--- config.mk ---
export PLATFORM = sky130hd
export DESIGN_NAME = bsr_recovery
export DESIGN_NICKNAME = d
export VERILOG_FILES = /design/src/verilog/bsr_recovery.v
export VERILOG_INCLUDE_DIRS = /design/src /design/src/verilog
export SDC_FILE = /design/constraint.sdc
export NUM_CORES = 1
export LEC_CHECK = 0
export BUFFER_PORTS_ARGS = -buffer_cell sky130_fd_sc_hd__buf_2
export CAP_MARGIN = 20
export CORE_ASPECT_RATIO = 0.6
export CORE_MARGIN = 2
export CORE_UTILIZATION = 25
export DETAILED_ROUTE_END_ITERATION = 7
export GPL_TIMING_DRIVEN = 0
export PLACE_DENSITY = 0.48
export SETUP_SLACK_MARGIN = 0.4
export SYNTH_ARGS = -nofsm -noshare
export SYNTH_HDL_FRONTEND = slang
export SYNTH_SLANG_ARGS = --single-unit
--- constraint.sdc ---
create_clock -name clk -period 2.2 [get_ports clk]
set_clock_uncertainty 0.15 [all_clocks]
set_input_delay 0 -clock clk [delete_from_list [all_inputs] [get_ports clk]]
set_output_delay 0 -clock clk [all_outputs]
set_load 0.02 [all_outputs]
--- src/verilog/bsr_defs.vh ---
`ifndef BSR_DEFS_VH
`define BSR_DEFS_VH
// ==========================================
// cache configuration codes
`define BSR_CFG_OFF   3'h0
`define BSR_CFG_FOUR1 3'h1
`define BSR_CFG_TWO2  3'h2
`define BSR_CFG_NONE3 3'h3
`define BSR_CFG_FOUR4 3'h4
`define BSR_CFG_TWO5  3'h5
// ==========================================
// switch kinds
`define BSR_SW_FAIL   2'h1
`define BSR_SW_DETACH 2'h2
`define BSR_SW_ATTACH 2'h3
// ==========================================
// widths and reset values
`define BSR_CID_W     8
`define BSR_ERR_W     8
`define BSR_LINES8    1'b1
`define BSR_LINES_RST 1'b0
`define BSR_CFG_RST   3'h0
`define BSR_ERR_NONE  8'h00
`define BSR_SYNC_RST  2'h0
`endif

--- src/verilog/bsr_recovery.v ---
// Behaviour
// - any switch of the unit's own bus pair invalidates whole cache directory and forces eight-line layout
// - cache stays enabled after a switch; later requests refill it
// - units on the unaffected bus pair keep directory and configuration
// - failure/detach steps configuration down; attach steps it back up
// - a switch clears the prefetch enable bit on both units of the pair
// - with prefetch off, data requests are served from backplane memory
// - prefetch start while enable is zero is ignored
// - unit on the failed bus drops outstanding prefetch reads
// - pair split happens only in warm reset, never on error report
// - split enabled after cold reset; software may set split disable
// - split needs warm reset, disable clear, own permanent error set
// - own permanent error set on confinement match with pair not joined
// - a split sets separated bit and picks the active half
// - master active on first split, roles swap on each later split
// - separated 1, toggle 0, active/silent per master and reset parity
// - silent unit drives no backplane bus or error report lines
// - silent unit still answers interagent requests
// - same transient error twice before window end counts as permanent
// - cold reset clears split control bits, warm reset keeps them
`timescale 1ns/100ps
`default_nettype none
`include "bsr_defs.vh"

module bsr_recovery (
  input  wire       clk,
  input  wire       reset_n,
  input  wire       cold_reset,
  input  wire       is_master,
  input  wire       on_affected_pair,
  input  wire       on_failed_bus,
  input  wire       bus_switch,
  input  wire [1:0] switch_kind,
  input  wire [2:0] cache_cfg_wr_data,
  input  wire       cache_cfg_wr,
  input  wire       cache_enable_wr_data,
  input  wire       cache_enable_wr,
  input  wire       prefetch_enable_set,
  input  wire       prefetch_enable_clear,
  input  wire       prefetch_start,
  input  wire       prefetch_read_req,
  input  wire       prefetch_read_done,
  input  wire       data_req,
  input  wire       split_disable_wr_data,
  input  wire       split_disable_wr,
  input  wire       err_report,
  input  wire       err_transient,
  input  wire [7:0] err_confinement_identifier,
  input  wire [7:0] err_code,
  input  wire [7:0] register_a,
  input  wire       shadow_pair_joined,
  input  wire       end_error_window,
  input  wire       interagent_request_hit,
  input  wire       bus_drive_req,
  input  wire       bus_error_report_req,
  output reg        cache_invalidate_all,
  output reg        line_layout_eight,
  output reg  [2:0] cache_cfg,
  output reg        cache_enabled,
  output reg        prefetch_enable,
  output reg        prefetch_active,
  output reg        prefetch_outstanding,
  output reg        data_from_memory,
  output reg        own_permanent_error_bit,
  output reg        split_disable_bit,
  output reg        separated_pair,
  output reg        toggle_bit,
  output reg        active_component,
  output reg        silent,
  output reg        permanent_error,
  output wire       backplane_bus_oe,
  output wire       bus_error_report_lines_oe,
  output wire       interagent_request_ack
);

  // ==========================================
  // configuration stepping
  function [2:0] bsr_step_down;
    input [2:0] cfg;
    begin
      case (cfg)
        `BSR_CFG_FOUR1: bsr_step_down = `BSR_CFG_TWO2;
        `BSR_CFG_FOUR4: bsr_step_down = `BSR_CFG_TWO5;
        `BSR_CFG_TWO2:  bsr_step_down = `BSR_CFG_NONE3;
        `BSR_CFG_TWO5:  bsr_step_down = `BSR_CFG_NONE3;
        default:        bsr_step_down = `BSR_CFG_OFF;
      endcase
    end
  endfunction

  // reverse of the step; the pre-failure flavour is remembered
  function [2:0] bsr_step_up;
    input [2:0] cfg;
    input [2:0] orig;
    begin
      case (cfg)
        `BSR_CFG_OFF:   bsr_step_up = `BSR_CFG_NONE3;
        `BSR_CFG_NONE3: begin
          if (orig == `BSR_CFG_TWO5 || orig == `BSR_CFG_FOUR4) begin
            bsr_step_up = `BSR_CFG_TWO5;
          end else begin
            bsr_step_up = `BSR_CFG_TWO2;
          end
        end
        `BSR_CFG_TWO2:  bsr_step_up = `BSR_CFG_FOUR1;
        `BSR_CFG_TWO5:  bsr_step_up = `BSR_CFG_FOUR4;
        default:        bsr_step_up = cfg;
      endcase
    end
  endfunction

  // ==========================================
  // switch decode
  wire       switch_here = bus_switch & on_affected_pair;
  wire       step_down   = switch_kind != `BSR_SW_ATTACH;
  reg  [2:0] orig_cfg;

  // ==========================================
  // cache reconfiguration
  reg  [2:0] next_cache_cfg;
  reg  [2:0] next_orig_cfg;
  reg        next_line_layout_eight;

  always @* begin
    next_cache_cfg         = cache_cfg;
    next_orig_cfg          = orig_cfg;
    next_line_layout_eight = line_layout_eight;
    if (switch_here) begin
      next_line_layout_eight = `BSR_LINES8;
      if (step_down) begin
        next_cache_cfg = bsr_step_down(cache_cfg);
      end else begin
        next_cache_cfg = bsr_step_up(cache_cfg, orig_cfg);
      end
    end else if (cache_cfg_wr) begin
      next_cache_cfg         = cache_cfg_wr_data;
      next_orig_cfg          = cache_cfg_wr_data;
      next_line_layout_eight = `BSR_LINES_RST;
    end
  end

  always @(posedge clk or negedge reset_n) begin
    if (!reset_n) begin
      line_layout_eight <= `BSR_LINES_RST;
      cache_cfg         <= `BSR_CFG_RST;
      orig_cfg          <= `BSR_CFG_RST;
    end else begin
      line_layout_eight <= next_line_layout_eight;
      cache_cfg         <= next_cache_cfg;
      orig_cfg          <= next_orig_cfg;
    end
  end

  // one-cycle strobe to the directory
  always @(posedge clk or negedge reset_n) begin
    if (!reset_n) begin
      cache_invalidate_all <= 1'b0;
    end else begin
      cache_invalidate_all <= switch_here;
    end
  end

  // enable untouched by a switch so refills use the new layout
  always @(posedge clk or negedge reset_n) begin
    if (!reset_n) begin
      cache_enabled <= 1'b0;
    end else if (cache_enable_wr) begin
      cache_enabled <= cache_enable_wr_data;
    end
  end

  // ==========================================
  // prefetch channel control
  // switch beats a same-cycle software set
  always @(posedge clk or negedge reset_n) begin
    if (!reset_n) begin
      prefetch_enable <= 1'b0;
    end else if (switch_here) begin
      prefetch_enable <= 1'b0;
    end else if (prefetch_enable_set) begin
      prefetch_enable <= 1'b1;
    end else if (prefetch_enable_clear) begin
      prefetch_enable <= 1'b0;
    end
  end

  // a start with enable low leaves the channel idle
  always @(posedge clk or negedge reset_n) begin
    if (!reset_n) begin
      prefetch_active <= 1'b0;
    end else if (switch_here || !prefetch_enable) begin
      prefetch_active <= 1'b0;
    end else if (prefetch_start) begin
      prefetch_active <= 1'b1;
    end
  end

  // reads in flight on a dead bus are simply forgotten
  always @(posedge clk or negedge reset_n) begin
    if (!reset_n) begin
      prefetch_outstanding <= 1'b0;
    end else if (switch_here && on_failed_bus) begin
      prefetch_outstanding <= 1'b0;
    end else if (prefetch_read_req && prefetch_active) begin
      prefetch_outstanding <= 1'b1;
    end else if (prefetch_read_done) begin
      prefetch_outstanding <= 1'b0;
    end
  end

  // slower path: buffer contents may not match the new interleave
  always @(posedge clk or negedge reset_n) begin
    if (!reset_n) begin
      data_from_memory <= 1'b0;
    end else begin
      data_from_memory <= data_req & ~(prefetch_enable & prefetch_active);
    end
  end

  // ==========================================
  // error classification
  reg       window_open;
  reg [7:0] last_err;
  wire      repeat_err = err_report & err_transient & window_open &
                         (err_code == last_err);
  wire      own_match  = err_report & (err_confinement_identifier == register_a) &
                         ~shadow_pair_joined;

  // a new transient report wins over the same-cycle window end
  always @(posedge clk or negedge reset_n) begin
    if (!reset_n) begin
      window_open <= 1'b0;
      last_err    <= `BSR_ERR_NONE;
    end else if (err_report && err_transient) begin
      window_open <= 1'b1;
      last_err    <= err_code;
    end else if (end_error_window) begin
      window_open <= 1'b0;
    end
  end

  // only the code is compared; a different code restarts the window
  always @(posedge clk or negedge reset_n) begin
    if (!reset_n) begin
      permanent_error <= 1'b0;
    end else begin
      permanent_error <= (err_report & ~err_transient) | repeat_err;
    end
  end

  // ==========================================
  // split control; survives warm reset, so no async clear here
  reg       in_reset;
  reg       reset_cold;
  reg       split_seen;
  reg [1:0] rst_sync;
  reg       next_own_permanent_error_bit;
  reg       next_split_disable_bit;
  reg       next_separated_pair;
  reg       next_toggle_bit;
  reg       next_active_component;
  reg       next_silent;
  reg       next_split_seen;
  wire      release_edge = in_reset & rst_sync[1];
  wire      running      = rst_sync[1] & ~in_reset;
  wire      split_now    = release_edge & ~reset_cold & ~split_disable_bit &
                           own_permanent_error_bit;

  // split decided once, on the third edge after release, never on a report
  always @(posedge clk or negedge reset_n) begin
    if (!reset_n) begin
      rst_sync <= `BSR_SYNC_RST;
    end else begin
      rst_sync <= {rst_sync[0], 1'b1};
    end
  end

  // cold/warm flag kept from the last edge seen with rst_sync[1] low, which is the second edge after release
  always @(posedge clk) begin
    if (!rst_sync[1]) begin
      in_reset   <= 1'b1;
      reset_cold <= cold_reset;
    end else begin
      in_reset   <= 1'b0;
    end
  end

  // all split bits move only here
  always @* begin
    next_own_permanent_error_bit = own_permanent_error_bit;
    next_split_disable_bit       = split_disable_bit;
    next_separated_pair          = separated_pair;
    next_toggle_bit              = toggle_bit;
    next_active_component        = active_component;
    next_silent                  = silent;
    next_split_seen              = split_seen;
    if (release_edge && reset_cold) begin
      next_own_permanent_error_bit = 1'b0;
      next_split_disable_bit       = 1'b0;
      next_separated_pair          = 1'b0;
      next_toggle_bit              = 1'b0;
      next_active_component        = 1'b0;
      next_silent                  = 1'b0;
      next_split_seen              = 1'b0;
    end else if (split_now) begin
      next_separated_pair   = 1'b1;
      next_toggle_bit       = 1'b0;
      next_split_seen       = 1'b1;
      // first split: master active; then alternate
      next_active_component = split_seen ? ~active_component : is_master;
      next_silent           = split_seen ? active_component : ~is_master;
    end else if (running) begin
      if (own_match) begin
        next_own_permanent_error_bit = 1'b1;
      end
      if (split_disable_wr) begin
        next_split_disable_bit = split_disable_wr_data;
      end
    end
  end

  // no reset: these bits must outlive a warm reset
  always @(posedge clk) begin
    own_permanent_error_bit <= next_own_permanent_error_bit;
    split_disable_bit       <= next_split_disable_bit;
    separated_pair          <= next_separated_pair;
    toggle_bit              <= next_toggle_bit;
    active_component        <= next_active_component;
    silent                  <= next_silent;
    split_seen              <= next_split_seen;
  end

  // ==========================================
  // pin gating
  // silent half is cut off the bus and the report lines
  assign backplane_bus_oe          = bus_drive_req & ~silent;
  assign bus_error_report_lines_oe = bus_error_report_req & ~silent;
  // interagent path is left open so software can rejoin the pair
  assign interagent_request_ack    = interagent_request_hit;

endmodule
`default_nettype wire

Word-level counts from Yosys, hierarchy flattened
Index checks and enable logic that the tools add are counted.

word-level totals
  logic and storage cells = 98
  latch bits = 0
  bits of input ports = 54
  ROM bits = 0
  memories = 0
  flip-flop bits (word level) = 32
  memory bits (writable) = 0

cells by class
  order comparisons = 0
  add/subtract/negate cells = 0
  equal/unequal tests = 11
  $mul = 0
  reductions and logical operators = 18
  divide/modulo/power cells = 0
  bitwise gates (word level) = 28
  mux-type cells = 21
  shift operators = 0

operators by type and width
  operator                                                                count
  1-bit AND                                                               16
  8-bit equality test                                                     2
  1-bit two-way mux                                                       15
  3-bit equality test (second input constant)                             4
  3-bit two-way mux                                                       4
  3-bit case mux with 4 select lines                                      1
  1-bit NOT                                                               11
  3-bit case mux with 3 select lines                                      1
  3-bit by 2-bit equality test with 1-bit output (second input constant)  2
  6-bit by 1-bit != test with 1-bit output (second input constant)        1
  3-bit AND reduction                                                     2
  2-bit nonzero test                                                      3
  3-bit nonzero test                                                      2
  1-bit logical AND                                                       4
  2-bit AND reduction                                                     2
  3-bit by 1-bit equality test with 1-bit output (second input constant)  1
  3-bit logical NOT                                                       1
  1-bit logical OR                                                        2
  2-bit != test (second input constant)                                   1
  2-bit OR reduction                                                      1
  1-bit logical NOT                                                       1
  1-bit bitwise OR                                                        1

Logic depth before layout (Yosys ltp)
  word-level depth = 6
  gate-level depth with buffers = 5
  depth with buffers taken out = 5

Least setup slack after synthesis
No wires, ideal clock.

  path type = register to register
  start = register cache_cfg[1]
  end = register cache_cfg[2]
  arrival = 1.123 ns
  path buffers = 0
  slack = 0.793 ns
  cell stages (with the launch flop) = 5
  data required time = 1.916 ns
  cells stage by stage = dfrtp_1 > nor2b_1 > a21o_1 > a22oi_2 > o221ai_2

on the way
  cells in the longest elaborated chain, start to end = 5

ends and longest elaborated chain
  element                                                                                       line                                  text
  from (decl)                                                                                   bsr_recovery.v:58                     output reg [2:0] cache_cfg,
  from (signal assigned)                                                                        bsr_recovery.v:145                    cache_cfg <= `BSR_CFG_RST;
  from (signal assigned)                                                                        bsr_recovery.v:149                    cache_cfg <= next_cache_cfg;
  3-bit equality test / 3-bit by 2-bit equality test with 1-bit output (equally long branches)  bsr_recovery.v:81, bsr_recovery.v:96
  2-bit OR reduction (no source line)                                                           --
  3-bit case mux with 3 select lines                                                            bsr_recovery.v:81                     case (cfg)
  3-bit two-way mux                                                                             bsr_recovery.v:130                    if (step_down) begin
  3-bit two-way mux                                                                             bsr_recovery.v:128                    if (switch_here) begin

Parallel ways exist; a longest one is shown, timed or not.
A chain may end at the register's enable or synchronous reset.

Final worst setup path
  start = input port on_affected_pair
  end = register prefetch_outstanding

on the way
  cells in the longest elaborated chain, start to end = 3

ends and longest elaborated chain
  element                                                                          line                text
  from (decl)                                                                      bsr_recovery.v:30   input wire on_affected_pair,
  1-bit AND *                                                                      bsr_recovery.v:114  wire switch_here = bus_switch & on_affected_pair;
  1-bit logical AND *                                                              bsr_recovery.v:202  end else if (switch_here && on_failed_bus) begin
  3-bit nonzero test (no source line) / 1-bit two-way mux (equally long branches)  --
  to (signal assigned)                                                             bsr_recovery.v:201  prefetch_outstanding <= 1'b0;
  to (signal assigned)                                                             bsr_recovery.v:203  prefetch_outstanding <= 1'b0;
  to (signal assigned)                                                             bsr_recovery.v:205  prefetch_outstanding <= 1'b1;
  to (decl)                                                                        bsr_recovery.v:62   output reg prefetch_outstanding,

Mark *: on every way between the ends. The rest lies on a longest branch, timed or not.

==> summary.log <==
[route] Initial DRT Pass Iterations 4
[synth] most instantiated library cell after synthesis sky130_fd_sc_hd__dfrtp_1
[timing] count of endpoints failing setup in the final report 0
[pwr] ratio of total power to cell area 609 nW/µm²
[global_routing] met3 Track Usage GR 0.0377
[placed_design] routability congestion estimate from global placement 0.749
[final_layout] number of antenna repair diodes 0
[clock_tree] cts bufs inserted 5
[pwr] Max IR drop VDD 191 µV
[synth] number of distinct library cells after synthesis 35
[timing] worst relative slew slack 0.630
[global_routing] GRT Resource Usage Total 0.125
[route] count of nets left with antenna violations after detail routing 0
[clock_tree] Worst-Skew Late Latency 0.28 ns
[synth] async set or reset register ratio after synthesis 0.774
[global_routing] Most Crowded Layer GR met2
[run] number of maximum-capacitance violations 0
[global_routing] largest net degree at the start of global routing 25
[synth] Synth Flop Type sky130_fd_sc_hd__dfrtp_1
[placed_design] HPWL Detailed 2650 µm
[clock_tree] clock tree from TritonCTS yes
[clock_tree] number of H-tree levels 2
[clock_tree] clock tree buffer depth 2
[setup_path] Setup CP Type input port to flop
[final_layout] share of post-route cells with drive strength above 1 0.376
[timing] total negative slack 0 ns
[timing] transition time at the pin with the least slew margin 0.554 ns
[die] Cell Rows 21
[route] DR vias 1400
[global_routing] met1 Track Usage GR 0.168
[timing] Final Cycle Share 0.708
[die] die height 63.3 µm
[timing] peak clock frequency supported by timing 642 MHz
[synth] synthesized net count 192
[timing] number of hold-slack violations in the final timing report 0
[placed_design] Post-Place Cell Area 1920 µm²
[route] Avg WL per Cell 11.7 µm
[setup_path] data arrival at the endpoint of the critical path 1.62 ns
[die] Die Width 103 µm
[pwr] leakage power of the design 1.12 nW
[synth] area share of the leading cell type in the synthesized netlist 0.410
[final_layout] Final Net Count 303
[clock_tree] buffer cell driving the clock tree root sky130_fd_sc_hd__clkbuf_8
[route] Routed Wire Length 3870 µm
[setup_path] required time worst endpoint 2.27 ns
[synth] Post-Syn Area 1470 µm²
[timing] unrepaired setup endpoints after global routing no
[synth] Mapped Avg Cell Area 10.6 µm²
[die] Core ar. 5620 µm²
[synth] Synth Register Bits 31
[synth] cells after synthesis 138
[synth] Synth warnings 0
[setup_path] sort of element at the end of the critical path flop
[timing] pins over their slew limit 0
[status] status complete, no violations
[die] Boundary Pins 74
[route] drt drc 0
[clock_tree] TritonCTS Sinks 31
[clock_tree] clock transition at the registers of the reported paths 0.06 ns
[placed_design] IO buf count 71
[synth] sequential fraction of the synthesis area 0.512
[synth] number of synthesized flops with an enable pin 1
[setup_path] CP Max Fanout 8
[timing] fin crit period 1.56 ns
[global_routing] number of global-route vias before repair 1365
[synth] list of most frequent post-synthesis cells 24 x sky130_fd_sc_hd__dfrtp_1, 15 x sky130_fd_sc_hd__xor2_1, 12 x sky130_fd_sc_hd__o21ai_0, 10 x sky130_fd_sc_hd__mux2_2, 9 x sky130_fd_sc_hd__nand2_1
[global_routing] met2 usage 0.186
[die] initial cell density of the core 0.261
[route] DRC marker count from the first detailed-route iteration 42
[die] area of the die 6510 µm²
[synth] top area cells in the synthesized netlist sky130_fd_sc_hd__dfrtp_1 41%, sky130_fd_sc_hd__xor2_1 9.0%, sky130_fd_sc_hd__dfxtp_1 8.2%, sky130_fd_sc_hd__mux2_2 7.7%, sky130_fd_sc_hd__o21ai_0 4.1%
[final_layout] area added between synthesis and finish 59.1%
[hold_path] worst min-delay path category input port to flop
[synth] largest area contributor in the netlist sky130_fd_sc_hd__dfrtp_1
[final_layout] post-layout instance area 2330 µm²
[global_routing] number of antenna violations at the first check in global routing 0
[final_layout] fraction of the core area covered by cells at the end of the flow 0.415
[route] detail-routed via count per cell 4.24
[global_routing] residual overflow from global routing 0
[clock_tree] Setup Buffers After CTS 0
[global_routing] wire length of the first global-routing pass 6200 µm
[setup_path] Worst setup SP type input port
kinds of logic after synthesis:
| family | after synthesis | synth area share |
|---|---|---|
| and+or+nand+nor | 34 | 0.121 |
| muxes | 10 | 0.0768 |
| AOI/OAI and AO/OA | 36 | 0.161 |
| DFF | 31 | 0.512 |
| buffers and inverters | 9 | 0.0282 |
| other | 2 | 0.00512 |
| xor gates and xnor gates | 16 | 0.0956 |
sequential cells by signal (all words and copies together) (netlist names), 2 cells and up:
signal / flops
cache_cfg: 3
rst_sync: 2
last_err: 8
orig_cfg: 2
critical path: stages:
cell and delay [ns]:
sky130_fd_sc_hd__dlygate4sd3_1 0.54, sky130_fd_sc_hd__buf_2 0.13, sky130_fd_sc_hd__nand2_1 0.15, sky130_fd_sc_hd__inv_2 0.11, sky130_fd_sc_hd__a21oi_1 0.15, sky130_fd_sc_hd__dlygate4sd3_1 0.55
metal layers:
layer | up-vias | routed length (µm)
met5 | - | 0
met4 | 0 | 68
met3 | 8 | 261
met2 | 43 | 1660
met1 | 646 | 1890
li1 | 703 | -
path summary, 6_finish.rpt:
| kind | startpoint | endpoint | slack, ns | cells after the start |
|---|---|---|---|---|
| max | on_affected_pair | prefetch_outstanding$_DFFE_PN0P_ | 0.64 | 6 |
| min | register_a[7] | own_permanent_error_bit$_SDFFE_PP0P_ | 0.06 | 5 |
| max reg2reg | rst_sync[1]$_DFF_PN0_ | split_disable_bit$_SDFFE_PP0P_ | 0.67 | 3 |
| min reg2reg | rst_sync[0]$_DFF_PN0_ | rst_sync[1]$_DFF_PN0_ | 0.19 | 0 |
| max in group asynchronous | reset_n | cache_cfg[1]$_DFFE_PN0P_ | 1.42 | 2 |
| min in group asynchronous | reset_n | last_err[7]$_DFFE_PN0N_ | 0.11 | 2 |
report_power, final:
| part | total [mW] | internal [mW] | switching (mW) |
|---|---|---|---|
| clock network | 0.425 | 0.221 | 0.203 |
| registers | 0.671 | 0.626 | 0.0450 |
| logic | 0.326 | 0.177 | 0.149 |
| total | 1.42 | 1.02 | 0.397 |
metrics by stage:
| stage | instances | hold WS [ns] | power, mW | setup WS, ns |
|---|---|---|---|---|
| 5_1_grt | 330 | 0.0733 | 1.52 | 0.570 |
| 3_5_place_dp | 289 | -0.125 | 0.958 | 0.818 |
| 3_3_place_gp | 289 | -0.122 | 0.958 | 0.794 |
| 6_report | 330 | 0.0573 | 1.42 | 0.643 |
| 4_1_cts | 330 | 0.0415 | 1.45 | 0.652 |
| 2_1_floorplan | 138 | -0.446 | 0.839 | 0.793 |
layout by cell type (no fill, tap or decap), types with 3 or more instances in the layout:
| master | n |
|---|---|
| sky130_fd_sc_hd__nand2_1 | 9 |
| sky130_fd_sc_hd__nor4_1 | 3 |
| sky130_fd_sc_hd__mux2_2 | 10 |
| sky130_fd_sc_hd__nor3_1 | 3 |
| sky130_fd_sc_hd__dfrtp_1 | 24 |
| sky130_fd_sc_hd__nor2b_1 | 8 |
| sky130_fd_sc_hd__a31oi_1 | 6 |
| sky130_fd_sc_hd__o21ai_0 | 12 |
| sky130_fd_sc_hd__buf_2 | 71 |
| sky130_fd_sc_hd__dlygate4sd3_1 | 33 |
| sky130_fd_sc_hd__dfxtp_1 | 6 |
| sky130_fd_sc_hd__clkbuf_8 | 5 |
| sky130_fd_sc_hd__a21oi_1 | 5 |
| sky130_fd_sc_hd__nor2_1 | 5 |
| sky130_fd_sc_hd__inv_1 | 6 |
| sky130_fd_sc_hd__xor2_1 | 15 |
layout make-up:
class | instances | area [µm²]
multi-input cells | 98 | 674
clock inverters | 1 | 5.00
plain buffers | 2 | 15.0
fillers | 577 | 3290
clock buffers | 7 | 76.3
inverters | 7 | 26.3
well taps | 80 | 100
repair buffers | 104 | 686
flip-flops and latches | 31 | 751
timing repair:
| item | in CTS | in global routing |
|---|---|---|
| endpoints found under the hold margin | 50 | 0 |
| hold buffers | 33 | 0 |
| resized for setup | 0 | 0 |
Power figures use the tool's default switching activity.
